===== config.mk =====
export PLATFORM = sky130hd
export DESIGN_NAME = vops_top
export DESIGN_NICKNAME = d
export VERILOG_FILES = /design/src/hw/vops_pkg.sv /design/src/hw/vops_top.sv
export SDC_FILE = /design/constraint.sdc
export NUM_CORES = 2
export LEC_CHECK = 0
export ABC_AREA = 1
export BUFFER_PORTS_ARGS = -buffer_cell sky130_fd_sc_hd__buf_2
export CAP_MARGIN = 10
export CORE_MARGIN = 5
export CORE_UTILIZATION = 65
export CTS_BUF_LIST = sky130_fd_sc_hd__clkbuf_4 sky130_fd_sc_hd__clkbuf_8 sky130_fd_sc_hd__clkbuf_16
export DETAILED_ROUTE_END_ITERATION = 8
export GPL_TIMING_DRIVEN = 0
export HOLD_SLACK_MARGIN = 0.03
export PLACE_DENSITY = 0.88
export SETUP_SLACK_MARGIN = 0.2
export SYNTH_ARGS = -nofsm -noshare
export SYNTH_HDL_FRONTEND = slang
export SYNTH_SLANG_ARGS = --single-unit

===== constraint.sdc =====
create_clock -name mclk -period 12.25 [get_ports mclk]
set_input_delay 1.8375 -clock mclk [delete_from_list [all_inputs] [get_ports mclk]]
set_output_delay 1.8375 -clock mclk [all_outputs]
set_load 0.01 [all_outputs]

===== src/hw/vops_pkg.sv =====
// Package for the video output processing and sync block.
// Holds register map, field layout, stream carriers, timing counts and pattern codes.
package vops_pkg;

  // Register indices; byte address is four times the index
  localparam logic [9:0] IDX_FMT = 10'h002;
  localparam logic [9:0] IDX_HSE = 10'h036;
  localparam logic [9:0] IDX_LCTL = 10'h040;
  localparam logic [9:0] IDX_CCTL = 10'h041;
  localparam logic [9:0] IDX_BRI = 10'h042;
  localparam logic [9:0] IDX_CON = 10'h043;
  localparam logic [9:0] IDX_SAT = 10'h044;
  localparam logic [9:0] IDX_HUE = 10'h045;
  localparam logic [9:0] IDX_STAT = 10'h046;

  // Reset values
  localparam logic [7:0] RST_FMT = 8'h00;
  localparam logic [7:0] RST_HSE = 8'h20;
  localparam logic [7:0] RST_LCTL = 8'h00;
  localparam logic [7:0] RST_CCTL = 8'h00;
  localparam logic [7:0] RST_BRI = 8'h00;
  localparam logic [7:0] RST_CON = 8'h80;
  localparam logic [7:0] RST_SAT = 8'h80;
  localparam logic [7:0] RST_HUE = 8'h00;

  // Output format fields
  localparam int FMT_PAT_LSB = 1;
  localparam int FMT_MODE_LSB = 3;
  localparam int FMT_LIN_BIT = 5;
  localparam int FMT_G28_BIT = 6;
  localparam logic [1:0] PAT_NORMAL = 2'h0;
  localparam logic [1:0] PAT_BLUE = 2'h1;
  localparam logic [1:0] PAT_BLACK = 2'h2;
  localparam logic [1:0] PAT_BARS = 2'h3;
  localparam logic [1:0] MODE_RGB15 = 2'h2;
  localparam logic [1:0] MODE_RGB16 = 2'h3;

  // Luma and chroma control fields
  localparam int LC_CORE_LSB = 0;
  localparam int LC_TRAP_BIT = 2;
  localparam int LC_LPF_BIT = 3;
  localparam int LC_PEAK_BIT = 4;
  localparam int LC_PSEL_BIT = 5;
  localparam int LC_PGAIN_LSB = 6;
  localparam int CC_CORE_LSB = 0;
  localparam int CC_CON_BIT = 2;

  // Levels
  localparam int Y_WHITE_CODE = 219;
  localparam int Y_OFFSET = 16;
  localparam int C_ZERO = 128;
  localparam int OUT_MIN = 1;
  localparam int OUT_MAX = 254;
  localparam int R5_MAX = 31;
  localparam int G6_MAX = 63;

  // Matrix weights scaled by 1024
  localparam int K_Y5 = 145;
  localparam int K_RCR = 199;
  localparam int K_GCR5 = 101;
  localparam int K_GCB5 = 49;
  localparam int K_BCB = 251;
  localparam int K_Y6 = 295;
  localparam int K_GCR6 = 206;
  localparam int K_GCB6 = 99;

  // Gamma figures
  localparam real GAM_KNEE = 0.0812;
  localparam real GAM_LIN_DIV = 4.5;
  localparam real GAM_OFS = 0.099;
  localparam real GAM_DIV = 1.099;
  localparam real GAM_22 = 2.2;
  localparam real GAM_28 = 2.8;

  // Sync timing counts in sample clock cycles
  localparam int FS_GAP_CYC = 5;
  localparam int HS_END_STEP = 2;

  // Pattern codes {Y, Cb, Cr}; bars from white to black
  localparam logic [7:0][23:0] BAR_CODES = {
    24'h108080, 24'h23d472, 24'h4164d4, 24'h54b8c6,
    24'h70483a, 24'h839c2c, 24'ha22c8e, 24'hb48080};
  localparam logic [23:0] BLUE_CODE = 24'h4bd988;
  localparam logic [23:0] BLACK_CODE = 24'h108080;

  typedef struct packed {
    logic psel;
    logic penable;
    logic pwrite;
    logic [11:0] paddr;
    logic [31:0] pwdata;
  } vops_apb_req_type;

  typedef struct packed {
    logic [31:0] prdata;
    logic pready;
    logic pslverr;
  } vops_apb_rsp_type;

  typedef struct packed {
    logic [9:0] luma;
    logic [7:0] chroma;
    logic cr_phase;
    logic blank;
    logic vbi;
    logic hsync_lead;
  } vops_vin_type;

  typedef struct packed {
    logic [15:0] pix;
    logic cr_phase;
    logic blank;
    logic vbi;
  } vops_vout_type;

  typedef struct packed {
    logic lead;
    logic blank;
    logic vbi;
    logic cph;
  } vops_qual_type;

  typedef enum logic [2:0] {
    VS_IDLE = 3'b000,
    VS_PRE = 3'b001,
    VS_ACT = 3'b010,
    VS_EDGE = 3'b011,
    VS_POST = 3'b100
  } vops_vs_type;

endpackage


===== src/hw/vops_top.sv =====
// Video output processing and sync: luma and chroma adjust, YCbCr/RGB formatting,
// gamma, pattern generator, line/frame sync and field outputs, APB registers.
// Assumes the front end delivers separated samples and sync qualifiers on mclk.
//
// The APB slave port was decided locally.
`timescale 1ns/1ps
module vops_top
  import vops_pkg::*;
#(
  parameter int RAW_BLACK = 64,
  parameter int RAW_WHITE = 940,
  parameter int LINE_CYC = 1716,
  parameter int FIELD_LINES = 262,
  parameter int EQ_END_LINE = 2,
  parameter int ACTIVE_START = 256,
  parameter int ACTIVE_CYC = 1440,
  parameter int BAR_W = 180,
  parameter int SERR_LOW_CYC = 256
)
(
  // Clock and reset
  input wire logic mclk,
  input wire logic sys_rst,
  // APB slave
  input vops_pkg::vops_apb_req_type apb_req,
  output vops_pkg::vops_apb_rsp_type apb_rsp,
  // Decoded stream and front-end status
  input vops_pkg::vops_vin_type vin,
  input wire logic src_locked,
  input wire logic std_pal,
  input wire logic sync_low,
  input wire logic eq_end,
  input wire logic field_known,
  input wire logic field_src,
  // Formatted stream, sync outputs and hue phase
  output vops_pkg::vops_vout_type vout,
  output logic line_sync_n,
  output logic frame_sync_n,
  output logic field_out,
  output logic [7:0] hue_phase
);
  import vops_pkg::*;

  localparam int QN = 7;
  localparam int SCALE = (Y_WHITE_CODE * 256) / (RAW_WHITE - RAW_BLACK);

  typedef struct packed {
    logic [7:0] fmt;
    logic [7:0] hse;
    logic [7:0] lctl;
    logic [7:0] cctl;
    logic [7:0] bri;
    logic [7:0] con;
    logic [7:0] sat;
    logic [7:0] hue;
    logic [31:0] prdata;
    logic pslverr;
    logic [QN-1:0][3:0] q;
    logic [4:0][11:0] tap;
    logic [11:0] y2;
    logic [11:0] y3;
    logic [11:0] y4;
    logic [7:0] c1;
    logic [7:0] c2;
    logic [7:0] c3;
    logic [7:0] c4;
    logic [7:0] y5;
    logic [7:0] c5;
    logic [7:0] cb_h;
    logic [7:0] cr_h;
    logic [7:0] y6;
    logic [7:0] c6;
    logic [4:0] r6;
    logic [5:0] g6;
    logic [4:0] b6;
    logic [15:0] pix;
    logic [11:0] hcount;
    logic [9:0] lcount;
    logic hs_n;
    logic hs_prev;
    logic [8:0] hs_cnt;
    logic [11:0] acc;
    logic fld;
    logic vs_n;
    vops_vs_type vs;
    logic [2:0] vcnt;
  } vops_state_type;

  vops_state_type st_r;
  vops_state_type st_nxt;

  // Gamma tables built at elaboration
  logic [4:0] lut22_5 [32];
  logic [4:0] lut28_5 [32];
  logic [5:0] lut22_6 [64];
  logic [5:0] lut28_6 [64];

  genvar gi;
  generate
    for (gi = 0; gi < 64; gi++)
    begin : g_lut
      localparam real N6 = gi / 63.0;
      localparam int L22_6 = (N6 < GAM_KNEE) ? int'(63.0 * N6 / GAM_LIN_DIV) :
                             int'(63.0 * (((N6 + GAM_OFS) / GAM_DIV) ** GAM_22));
      localparam int L28_6 = int'(63.0 * (N6 ** GAM_28));
      assign lut22_6[gi] = 6'(L22_6);
      assign lut28_6[gi] = 6'(L28_6);
      if (gi < 32)
      begin : g_five
        localparam real N5 = gi / 31.0;
        localparam int L22_5 = (N5 < GAM_KNEE) ? int'(31.0 * N5 / GAM_LIN_DIV) :
                               int'(31.0 * (((N5 + GAM_OFS) / GAM_DIV) ** GAM_22));
        localparam int L28_5 = int'(31.0 * (N5 ** GAM_28));
        assign lut22_5[gi] = 5'(L22_5);
        assign lut28_5[gi] = 5'(L28_5);
      end
    end
  endgenerate

  function automatic int clampi(input int v, input int lo, input int hi);
    clampi = (v < lo) ? lo : ((v > hi) ? hi : v);
  endfunction

  function automatic int absi(input int v);
    absi = (v < 0) ? -v : v;
  endfunction

  vops_qual_type qin;
  vops_qual_type qs;
  logic [9:0] idx;
  logic mapped;
  logic [31:0] rdval;
  logic int_lead;
  logic int_fstart;
  logic int_eq;
  logic fstart;
  logic eq_sel;
  logic hs_edge;
  logic [1:0] pat;
  logic [1:0] mode;
  logic [2:0] bar;
  logic [23:0] pcode;
  int y1, yf, pk, yc, yb, cd, ct, yy, cc, cbv, crv, ydd, cbd, crd, rv, gv, bv;

  always_comb
  begin
    y1 = 0;
    yf = 0;
    pk = 0;
    yc = 0;
    yb = 0;
    cd = 0;
    ct = 0;
    yy = 0;
    cc = 0;
    cbv = 0;
    crv = 0;
    ydd = 0;
    cbd = 0;
    crd = 0;
    rv = 0;
    gv = 0;
    bv = 0;
    st_nxt = st_r;
    pat = st_r.fmt[FMT_PAT_LSB +: 2];
    mode = st_r.fmt[FMT_MODE_LSB +: 2];

    // Register bus; zero wait states, data captured in setup phase
    idx = apb_req.paddr[11:2];
    mapped = 1'b1;
    rdval = 32'h0;
    case (idx)
      IDX_FMT: rdval = {24'h0, st_r.fmt};
      IDX_HSE: rdval = {24'h0, st_r.hse};
      IDX_LCTL: rdval = {24'h0, st_r.lctl};
      IDX_CCTL: rdval = {24'h0, st_r.cctl};
      IDX_BRI: rdval = {24'h0, st_r.bri};
      IDX_CON: rdval = {24'h0, st_r.con};
      IDX_SAT: rdval = {24'h0, st_r.sat};
      IDX_HUE: rdval = {24'h0, st_r.hue};
      IDX_STAT: rdval = {28'h0, src_locked, st_r.fld, ~st_r.vs_n, ~st_r.hs_n};
      default: mapped = 1'b0;
    endcase
    if (apb_req.psel && !apb_req.penable)
    begin
      st_nxt.prdata = rdval;
      st_nxt.pslverr = ~mapped;
    end
    if (apb_req.psel && apb_req.penable && apb_req.pwrite)
    begin
      case (idx)
        IDX_FMT: st_nxt.fmt = apb_req.pwdata[7:0];
        IDX_HSE: st_nxt.hse = apb_req.pwdata[7:0];
        IDX_LCTL: st_nxt.lctl = apb_req.pwdata[7:0];
        IDX_CCTL: st_nxt.cctl = apb_req.pwdata[7:0];
        IDX_BRI: st_nxt.bri = apb_req.pwdata[7:0];
        IDX_CON: st_nxt.con = apb_req.pwdata[7:0];
        IDX_SAT: st_nxt.sat = apb_req.pwdata[7:0];
        IDX_HUE: st_nxt.hue = apb_req.pwdata[7:0];
        default: st_nxt.hue = st_r.hue;
      endcase
    end

    // Line timing; one counter serves both source and free-running timing
    int_lead = !src_locked && (st_r.hcount == 12'(LINE_CYC - 1));
    if ((src_locked && vin.hsync_lead) || (st_r.hcount == 12'(LINE_CYC - 1)))
      st_nxt.hcount = 12'h000;
    else
      st_nxt.hcount = st_r.hcount + 12'h001;
    if (int_lead)
      st_nxt.lcount = (st_r.lcount == 10'(FIELD_LINES - 1)) ? 10'h000 : st_r.lcount + 10'h001;
    int_fstart = int_lead && (st_r.lcount == 10'(FIELD_LINES - 1));
    int_eq = int_lead && (st_r.lcount == 10'(EQ_END_LINE));

    // Qualifiers enter with the first stage and shift alongside data
    qin.lead = src_locked ? vin.hsync_lead : int_lead;
    qin.blank = src_locked ? vin.blank :
                ((st_r.hcount < 12'(ACTIVE_START)) ||
                 (st_r.hcount >= 12'(ACTIVE_START + ACTIVE_CYC)));
    qin.vbi = src_locked & vin.vbi;
    qin.cph = vin.cr_phase;
    st_nxt.q = {st_r.q[QN-2:0], qin};

    // Stage 1: black removal and scaling; negatives kept
    y1 = ((int'(vin.luma) - RAW_BLACK) * SCALE) >>> 8;
    st_nxt.tap = {st_r.tap[3:0], 12'(y1)};
    st_nxt.c1 = vin.chroma;

    // Stage 2: trap or low-pass, then peaking
    yf = int'($signed(st_r.tap[1]));
    if (st_r.lctl[LC_TRAP_BIT])
      yf = std_pal ? (int'($signed(st_r.tap[0])) + int'($signed(st_r.tap[3]))) >>> 1 :
                     (int'($signed(st_r.tap[0])) + int'($signed(st_r.tap[2]))) >>> 1;
    else if (st_r.lctl[LC_LPF_BIT])
      yf = (int'($signed(st_r.tap[0])) + 2 * int'($signed(st_r.tap[1])) +
            int'($signed(st_r.tap[2]))) >>> 2;
    if (st_r.lctl[LC_PEAK_BIT])
    begin
      // Wider tap spacing moves the peak down to the subcarrier
      if (st_r.lctl[LC_PSEL_BIT])
        pk = 2 * int'($signed(st_r.tap[2])) - int'($signed(st_r.tap[0])) -
             int'($signed(st_r.tap[4]));
      else
        pk = 2 * int'($signed(st_r.tap[1])) - int'($signed(st_r.tap[0])) -
             int'($signed(st_r.tap[2]));
      yf = yf + ((pk * (int'(st_r.lctl[LC_PGAIN_LSB +: 2]) + 1)) >>> 3);
    end
    st_nxt.y2 = 12'(yf);
    st_nxt.c2 = st_r.c1;

    // Stage 3: coring around black and around zero colour
    yc = int'($signed(st_r.y2));
    if (absi(yc) <= int'(st_r.lctl[LC_CORE_LSB +: 2]))
      yc = 0;
    st_nxt.y3 = 12'(yc);
    st_nxt.c3 = st_r.c2;
    if (absi(int'(st_r.c2) - C_ZERO) <= int'(st_r.cctl[CC_CORE_LSB +: 2]))
      st_nxt.c3 = 8'(C_ZERO);

    // Stage 4: brightness, contrast, saturation
    yb = (((int'($signed(st_r.y3)) + int'($signed(st_r.bri))) * int'(st_r.con)) >>> 7)
         + Y_OFFSET;
    st_nxt.y4 = 12'(clampi(yb, -2048, 2047));
    cd = ((int'(st_r.c3) - C_ZERO) * int'(st_r.sat)) >>> 7;
    if (st_r.cctl[CC_CON_BIT])
      cd = (cd * int'(st_r.con)) >>> 7;
    st_nxt.c4 = 8'(clampi(cd + C_ZERO, 0, 255));

    // Stage 5: pattern insertion, clamp, blanking, chroma hold for 4:4:4
    qs = st_r.q[3];
    ct = int'(st_r.hcount) - ACTIVE_START;
    bar = (ct < 0) ? 3'h0 : 3'(clampi(ct / BAR_W, 0, 7));
    case (pat)
      PAT_BLUE: pcode = BLUE_CODE;
      PAT_BLACK: pcode = BLACK_CODE;
      PAT_BARS: pcode = BAR_CODES[bar];
      default: pcode = BLACK_CODE;
    endcase
    if (pat != PAT_NORMAL)
    begin
      yy = int'(pcode[23:16]);
      cc = qs.cph ? int'(pcode[7:0]) : int'(pcode[15:8]);
    end
    else
    begin
      yy = int'($signed(st_r.y4));
      cc = int'(st_r.c4);
    end
    yy = clampi(yy, OUT_MIN, OUT_MAX);
    cc = clampi(cc, OUT_MIN, OUT_MAX);
    if (qs.cph)
      st_nxt.cr_h = 8'(cc);
    else
      st_nxt.cb_h = 8'(cc);
    if (qs.blank && !qs.vbi)
    begin
      yy = Y_OFFSET;
      cc = C_ZERO;
    end
    st_nxt.y5 = 8'(yy);
    st_nxt.c5 = 8'(cc);

    // Stage 6: colour space conversion with held partner chroma
    qs = st_r.q[4];
    cbv = qs.cph ? int'(st_r.cb_h) : int'(st_r.c5);
    crv = qs.cph ? int'(st_r.c5) : int'(st_r.cr_h);
    ydd = int'(st_r.y5) - Y_OFFSET;
    cbd = cbv - C_ZERO;
    crd = crv - C_ZERO;
    rv = (K_Y5 * ydd + K_RCR * crd + 512) >>> 10;
    bv = (K_Y5 * ydd + K_BCB * cbd + 512) >>> 10;
    if (mode == MODE_RGB16)
      gv = clampi((K_Y6 * ydd - K_GCR6 * crd - K_GCB6 * cbd + 512) >>> 10, 0, G6_MAX);
    else
      gv = clampi((K_Y5 * ydd - K_GCR5 * crd - K_GCB5 * cbd + 512) >>> 10, 0, R5_MAX);
    st_nxt.r6 = 5'(clampi(rv, 0, R5_MAX));
    st_nxt.b6 = 5'(clampi(bv, 0, R5_MAX));
    st_nxt.g6 = 6'(gv);
    st_nxt.y6 = st_r.y5;
    st_nxt.c6 = st_r.c5;

    // Stage 7: gamma and packing
    qs = st_r.q[5];
    if (mode == MODE_RGB15 || mode == MODE_RGB16)
    begin
      rv = int'(st_r.r6);
      gv = int'(st_r.g6);
      bv = int'(st_r.b6);
      if (st_r.fmt[FMT_LIN_BIT])
      begin
        rv = st_r.fmt[FMT_G28_BIT] ? int'(lut28_5[st_r.r6]) : int'(lut22_5[st_r.r6]);
        bv = st_r.fmt[FMT_G28_BIT] ? int'(lut28_5[st_r.b6]) : int'(lut22_5[st_r.b6]);
        if (mode == MODE_RGB16)
          gv = st_r.fmt[FMT_G28_BIT] ? int'(lut28_6[st_r.g6]) : int'(lut22_6[st_r.g6]);
        else
          gv = st_r.fmt[FMT_G28_BIT] ? int'(lut28_5[st_r.g6[4:0]]) :
               int'(lut22_5[st_r.g6[4:0]]);
      end
      if (mode == MODE_RGB16)
        st_nxt.pix = {5'(rv), 6'(gv), 5'(bv)};
      else
        st_nxt.pix = {1'b0, 5'(rv), 5'(gv), 5'(bv)};
      if (qs.blank)
        st_nxt.pix = 16'h0000;
    end
    else
      st_nxt.pix = {st_r.y6, st_r.c6};

    // Line sync from the delayed leading qualifier
    qs = st_r.q[QN-1];
    st_nxt.hs_prev = st_r.hs_n;
    if (qs.lead && st_r.hse != 8'h00)
    begin
      st_nxt.hs_n = 1'b0;
      st_nxt.hs_cnt = 9'({st_r.hse, 1'b0} - 9'd1);
    end
    else if (!st_r.hs_n)
    begin
      if (st_r.hs_cnt == 9'h000)
        st_nxt.hs_n = 1'b1;
      else
        st_nxt.hs_cnt = st_r.hs_cnt - 9'h001;
    end

    // Serration accumulator
    if (!sync_low)
      st_nxt.acc = 12'h000;
    else if (st_r.acc != 12'hfff)
      st_nxt.acc = st_r.acc + 12'h001;
    fstart = src_locked ? (sync_low && st_r.acc == 12'(SERR_LOW_CYC - 1)) : int_fstart;
    eq_sel = src_locked ? eq_end : int_eq;
    // Odd field waits on trailing edge, even on leading edge
    hs_edge = st_r.fld ? (!st_r.hs_n && st_r.hs_prev) : (st_r.hs_n && !st_r.hs_prev);

    case (st_r.vs)
      VS_IDLE:
        if (fstart)
        begin
          st_nxt.fld = (src_locked && field_known) ? field_src : ~st_r.fld;
          st_nxt.vcnt = 3'(FS_GAP_CYC - 1);
          st_nxt.vs = VS_PRE;
        end
      VS_PRE:
        if (st_r.vcnt == 3'h0)
        begin
          st_nxt.vs_n = 1'b0;
          st_nxt.vs = VS_ACT;
        end
        else
          st_nxt.vcnt = st_r.vcnt - 3'h1;
      VS_ACT:
        if (eq_sel)
          st_nxt.vs = VS_EDGE;
      VS_EDGE:
        if (hs_edge)
        begin
          st_nxt.vcnt = 3'(FS_GAP_CYC - 2);
          st_nxt.vs = VS_POST;
        end
      VS_POST:
        if (st_r.vcnt == 3'h0)
        begin
          st_nxt.vs_n = 1'b1;
          st_nxt.vs = VS_IDLE;
        end
        else
          st_nxt.vcnt = st_r.vcnt - 3'h1;
      default:
        st_nxt.vs = VS_IDLE;
    endcase
  end

  always_ff @(posedge mclk or posedge sys_rst)
  begin
    if (sys_rst)
    begin
      st_r <= '0;
      st_r.fmt <= RST_FMT;
      st_r.hse <= RST_HSE;
      st_r.lctl <= RST_LCTL;
      st_r.cctl <= RST_CCTL;
      st_r.bri <= RST_BRI;
      st_r.con <= RST_CON;
      st_r.sat <= RST_SAT;
      st_r.hue <= RST_HUE;
      st_r.hs_n <= 1'b1;
      st_r.hs_prev <= 1'b1;
      st_r.vs_n <= 1'b1;
      st_r.vs <= VS_IDLE;
    end
    else
      st_r <= st_nxt;
  end

  assign apb_rsp.prdata = st_r.prdata;
  assign apb_rsp.pready = 1'b1;
  assign apb_rsp.pslverr = st_r.pslverr;
  assign vout.pix = st_r.pix;
  assign vout.cr_phase = st_r.q[QN-1][0];
  assign vout.blank = st_r.q[QN-1][2];
  assign vout.vbi = st_r.q[QN-1][1];
  assign line_sync_n = st_r.hs_n;
  assign frame_sync_n = st_r.vs_n;
  assign field_out = st_r.fld;
  assign hue_phase = st_r.hue;

endmodule


# Yosys cells after proc, flatten, opt, wreduce, memory -nomap -nowiden
# Memories as Yosys holds them, arrays and structs flattened.
# Index checks and enable logic that the tools add are counted.
# W data, S select, Z words.
dict set report word_totals {
  regBits 371
  latchBits 0
  ramBits 0
  romBits 1920
  in_bits 77
  output_inout_bits 64
  wordCells 316
  mem_count 9
}
# memory words width read_ports rd_ports_with_merged_regs write_ports line_no
set mem_list {}
lappend mem_list {{(no name shown)} 64 6 1 0 0 vops_top.sv:334} ;# gv = st_r.fmt[FMT_G28_BIT] ? int'(lut28_6[st_r.g6]) : int'(lut22_6[st_r.g6]);
lappend mem_list {{(no name shown)} 64 6 1 0 0 vops_top.sv:334}
lappend mem_list {{(no name shown)} 8 24 1 0 0 vops_top.sv:276} ;# PAT_BARS: pcode = BAR_CODES[bar];
lappend mem_list {{(no name shown)} 32 5 1 0 0 vops_top.sv:337} ;# int'(lut22_5[st_r.g6[4:0]]);
lappend mem_list {{(no name shown)} 32 5 1 0 0 vops_top.sv:336} ;# gv = st_r.fmt[FMT_G28_BIT] ? int'(lut28_5[st_r.g6[4:0]]) :
lappend mem_list {{(no name shown)} 32 5 1 0 0 vops_top.sv:332} ;# bv = st_r.fmt[FMT_G28_BIT] ? int'(lut28_5[st_r.b6]) : int'(lut22_5[st_r.b6]);
lappend mem_list {{3 more memories} -- -- -- -- -- --}
dict set report classes {
  add_sub_neg 38
  n_mul 12
  div_mod_pow 1
  n_lt_le_gt_ge 30
  eq_ne 31
  shifts 0
  mux 94
  n_bitwise 9
  n_reduce_logical 43
}
# op n
set op_table {}
lappend op_table {{$mux W32} 6}
lappend op_table {{$mux W12} 10}
lappend op_table {{$mux W5} 21}
lappend op_table {{$mux W8} 13}
lappend op_table {{$gt A32 B9 Y1 const B} 3}
lappend op_table {{$mux W6} 14}
lappend op_table {{$pmux W8 S9} 1}
lappend op_table {{$eq A10 B7 Y1 const B} 7}
lappend op_table {{$le A32 B3 Y1} 2}
lappend op_table {{$lt A32 B1 Y1 const B} 2}
lappend op_table {{$lt A32 B2 Y1 const B} 2}
lappend op_table {{$mul A9 B9 Y18 const A} 3}
lappend op_table {{$mul A8 B9 Y17 const A} 3}
lappend op_table {{$mux W16} 3}
lappend op_table {{$pmux W24 S2} 1}
lappend op_table {{$add A19 B11 Y20 const B} 2}
lappend op_table {{$add A18 B18 Y19} 2}
lappend op_table {{$sub A8 B8 Y9 const B} 4}
lappend op_table {{$add A32 B9 Y32 const B} 1}
lappend op_table {{$div A32 B9 Y32 const B} 1}
lappend op_table {{$gt A32 B4 Y1 const B} 1}
lappend op_table {{$mul A32 B4 Y15} 1}
lappend op_table {{$neg A12 Y32} 1}
lappend op_table {{$neg A9 Y32} 1}
lappend op_table {{other kinds (82)} 153}

# Longest topological paths before layout
dict set report depth {
  ltp_word 15
  depth_mapped 74
  ltp_nobuf 73
}

# Worst setup path after synthesis
# No wires, ideal clock.
dict set report synth_path {
  path_type {reg2reg}
  startpoint {register st_r[332] (netlist bit)}
  endpoint {register st_r[133] (netlist bit)}
  setup_ns 0.117
  t_arrival_ns 10.809
  required_ns 12.133
  path_slack_ns 1.324
  stages_incl_launch_ff 70
  path_buffers 1
  period_less_slack_ns 10.926
  path_cell_list {dfrtp_1 clkbuf_1 nand2_1 fa_1 fa_1 inv_1 ha_1 inv_1 fa_1 inv_1 ha_1 nand2_1 nor2_1 a41oi_1 inv_1 a21oi_1 inv_1 nand2_1 [... 34 more ...] nand2_1 nand2_1 nand2_1 and2_1 nor2_1 inv_1 a21oi_1 xor2_1 a21boi_1 nand3_1 ha_1 nand2_1 nor3_1 nand4_1 a21oi_2 nand3_1 o21ai_1 inv_1}
}
# element line_no
set synth_lines {}
lappend synth_lines {{from (decl)} vops_top.sv:89} ;# vops_state_type st_r;
lappend synth_lines {{from (signal assigned)} vops_top.sv:432} ;# st_r <= st_nxt;

==> out/results.ini <==
[sta]
fin_crit_sh_pct=96.9
tightest_slew_ps=1220
skew_ps=65.6
period_needed_ps=11880
slew_violations=0
setup_tns_ps=0
hold_ws_ps=346
fmax_mhz=84.2
slew_headroom_pct=17.7
hold_viol_final=0
setup_viol=0

[final_layout]
layout.nets=6846
seq_area_mm2=0.00869
drive_gt1_share_pct=7.40
n_antenna_cell=0
final_common_cell=inv_1
utilization_pct=70.6
area_delta_synth_final_pct=7.75
multi_input_area_mm2=0.0307
layout_common_cells=inv_1, nand2_1, ha_1, fa_1, nor2_1
fill_cells=4934

[detailed_routing]
vias=37500
wl_per_cell_um=17.7
dr.pass1.iters=8
drc=0
drt_wl_total_um=116000
drt_iter0_drc=3266
antenna_left=0
viasPerCell=5.73

[hold_path]
min_path_type=register to register
hold_depth=0
hold_path_end=st_nxt[273]$_DFF_PP0_
min_from=st_nxt[269]$_DFF_PP0_

[synthesis]
yosys-top-cells-area=fa_1, dfrtp_1, ha_1
synthArstFlopShare_pct=100
syn-instance-count=5467
synth_area_mm2=0.0448
ys_types=69
avgSynthCellArea_um2=8.20
synth_edf_count=0
synth_fa_ha_area_share_pct=39.4
seq_area_frac_synth_pct=19.4
synth_top_family_by_area=adder cells
synth_ff_type=dfrtp_1
synth_mux_area_share_pct=0
synth_top_area_share_pct=20.7
synth-seq-cells=347
synth_compound_area_share_pct=9.78
synth_xor_area_share_pct=3.65
ys_warn_count=0
synthSimpleGateAreaFrac_pct=14.9
synth_top_cell_by_area=fa_1

[power]
seq_power_share_pct=12.8
combinationalPowerShare_pct=75.4
ir_drop_mv=1.83
p_switching_mw=5.49
p_leak_nw=26.8
p_int_mw=5.10
p_clk_share_pct=11.8
power_density_mw_per_mm2=219
switching_share_pct=51.8

[worst_setup_path]
path_class=register to register
crit_path_end_kind=register
max_stage_delay_ps=560
timing.rr.start=st_r[148]$_DFF_PP0_
cp_common_cell=nand2_1
required_ps=12680
crit_slowest_cell=fa_1
reg2reg_to=st_r[134]$_DFF_PP0_
regToRegSetupSlack_ps=370
crit_arrival_ps=12310
start_kind=register
r2r.worst_path.cells=64
cp_max_fo=8

[clock_network]
cts_buffers=40
cts_sinks=347
htree_levels=2
clk_latency_ps=600
cts-root-buf=clkbuf_16
cts.path.max_buffers=3
hold_buffers=0
path_clk_slew_ps=60
cts_tree=built

[outcome]
status=complete, no violations

[placed_design]
dpl.hpwl_um=92000
io_buffers=85
gp_congestion=0.932

[floorplan]
rows=96
start_util_pct=65.5
dieArea_mm2=0.0743
ioPinCount=141
core_mm2=0.0685
fp.dieH_um=273
die_width_um=273

[grt]
antenna_found_initial=4
gr-total-overflow=0
grt_max_degree=118
grt_usage_pct=30.7
grt_pass1_vias=38600
grt_pass1_wl_um=187000

[flow_run]
maxCapViolations=0

area by class of cell:
cell class	instances	area share [%]
repair buffers	104	1.29
clock buffers	51	2.29
multi-input cells	3673	63.6
well taps	882	2.28
clock inverters	18	0.526
flip-flops and latches	347	18.0
inverters	1311	10.2
plain buffers	159	1.81
metrics by stage:
step           setup WS [ps]  instance area [um2]  power (mW)  instances
2_1_floorplan            801                44900        6.97       5490
3_3_place_gp           -2600                46500        8.66       6457
3_5_place_dp            -374                46600        9.19       6463
4_1_cts                  209                48000        10.5       6534
5_1_grt                 -225                48300        11.6       6545
6_report                 374                48300        10.6       6545
flip-flops by register name, summed over array words and instances, names as in the netlist:
register      flops
line_sync_n       1
qs                4
field_out         1
apb_rsp           9
mode              2
vout             16
hue_phase         8
st_r            219
frame_sync_n      1
st_nxt           84
pat               2
kinds of logic (layout without fill, tap and decap cells):
group,after synthesis,in the layout
AOI/OAI and AO/OA,745,745
xor gates and xnor gates,187,187
DFF,347,347
adders and majority gates,1133,1133
buffers and inverters,1470,1643
other,2,25
and+or+nand+nor,1583,1583
cells in the mapped netlist, types with 20 or more instances:
master,number
a21o_1,23
clkbuf_1,86
a21oi_1,230
nand2_1,838
a31oi_1,23
nand2_2,28
xor2_1,122
o21bai_1,20
fa_1,463
o211ai_1,20
nor2_1,398
o21ai_0,275
or2_2,37
inv_1,1284
dfrtp_1,341
nor3_1,50
xnor2_1,65
o22ai_1,26
ha_1,670
nand3_1,139
nand4_1,32
buf_4,61
metal layers:
metal	global-route usage, %	part of all wire (%)	wire length [um]	up-vias
met1	35.4	37	42600	18100
met5	0	0.036	42	-
met4	17.6	6.9	7970	6
met3	4.95	7.1	8230	528
met2	54.3	49	57200	1617
li1	-	-	-	17300
worst max-delay path by stage:
stage / endpoint / startpoint / cells past startpoint / slack, ps
detailed placement: st_r[136]$_DFF_PP0_ / st_r[332]$_DFFE_PP0P_ / 69 / -370
global placement: st_r[52]$_DFF_PP0_ / sys_rst / 2 / -2600
finish: st_r[134]$_DFF_PP0_ / st_r[148]$_DFF_PP0_ / 64 / 370
global route: st_r[133]$_DFF_PP0_ / st_r[148]$_DFF_PP0_ / 64 / -230
CTS: st_r[136]$_DFF_PP0_ / st_r[332]$_DFFE_PP0P_ / 71 / 210
floorplan: apb_rsp[0]$_DFFE_PP0P_ / sys_rst / 1 / 800
repair_timing:
| action | CTS | global route |
|---|---|---|
| gates resized for setup | 15 | 68 |
| pin swaps | 2 | 22 |
| hold endpoints to repair | 0 | 0 |
| endpoints found under the setup margin | 8 | 8 |
| buffers inserted | 2 | 10 |
worst max-delay path, delay by kind of cell (launching register included):
kind | cells | cell delay, ps
AO/OA/AOI/OAI | 5 | 980
buffers and inverters | 11 | 1020
adder cells (fa/ha/maj) | 11 | 5050
AND/OR/NAND/NOR | 36 | 4110
XOR/XNOR | 1 | 210
flip-flops | 1 | 360
power by group through the flow:
stage	Combinational [mW]	Clock (mW)	Sequential, mW
global placement	7.29	0	1.37
finish	7.99	1.25	1.35
detailed placement	7.82	0	1.37
CTS	7.90	1.27	1.35
global route	8.88	1.31	1.36
floorplan	5.64	0	1.33
(Power assumes the default switching activity.)
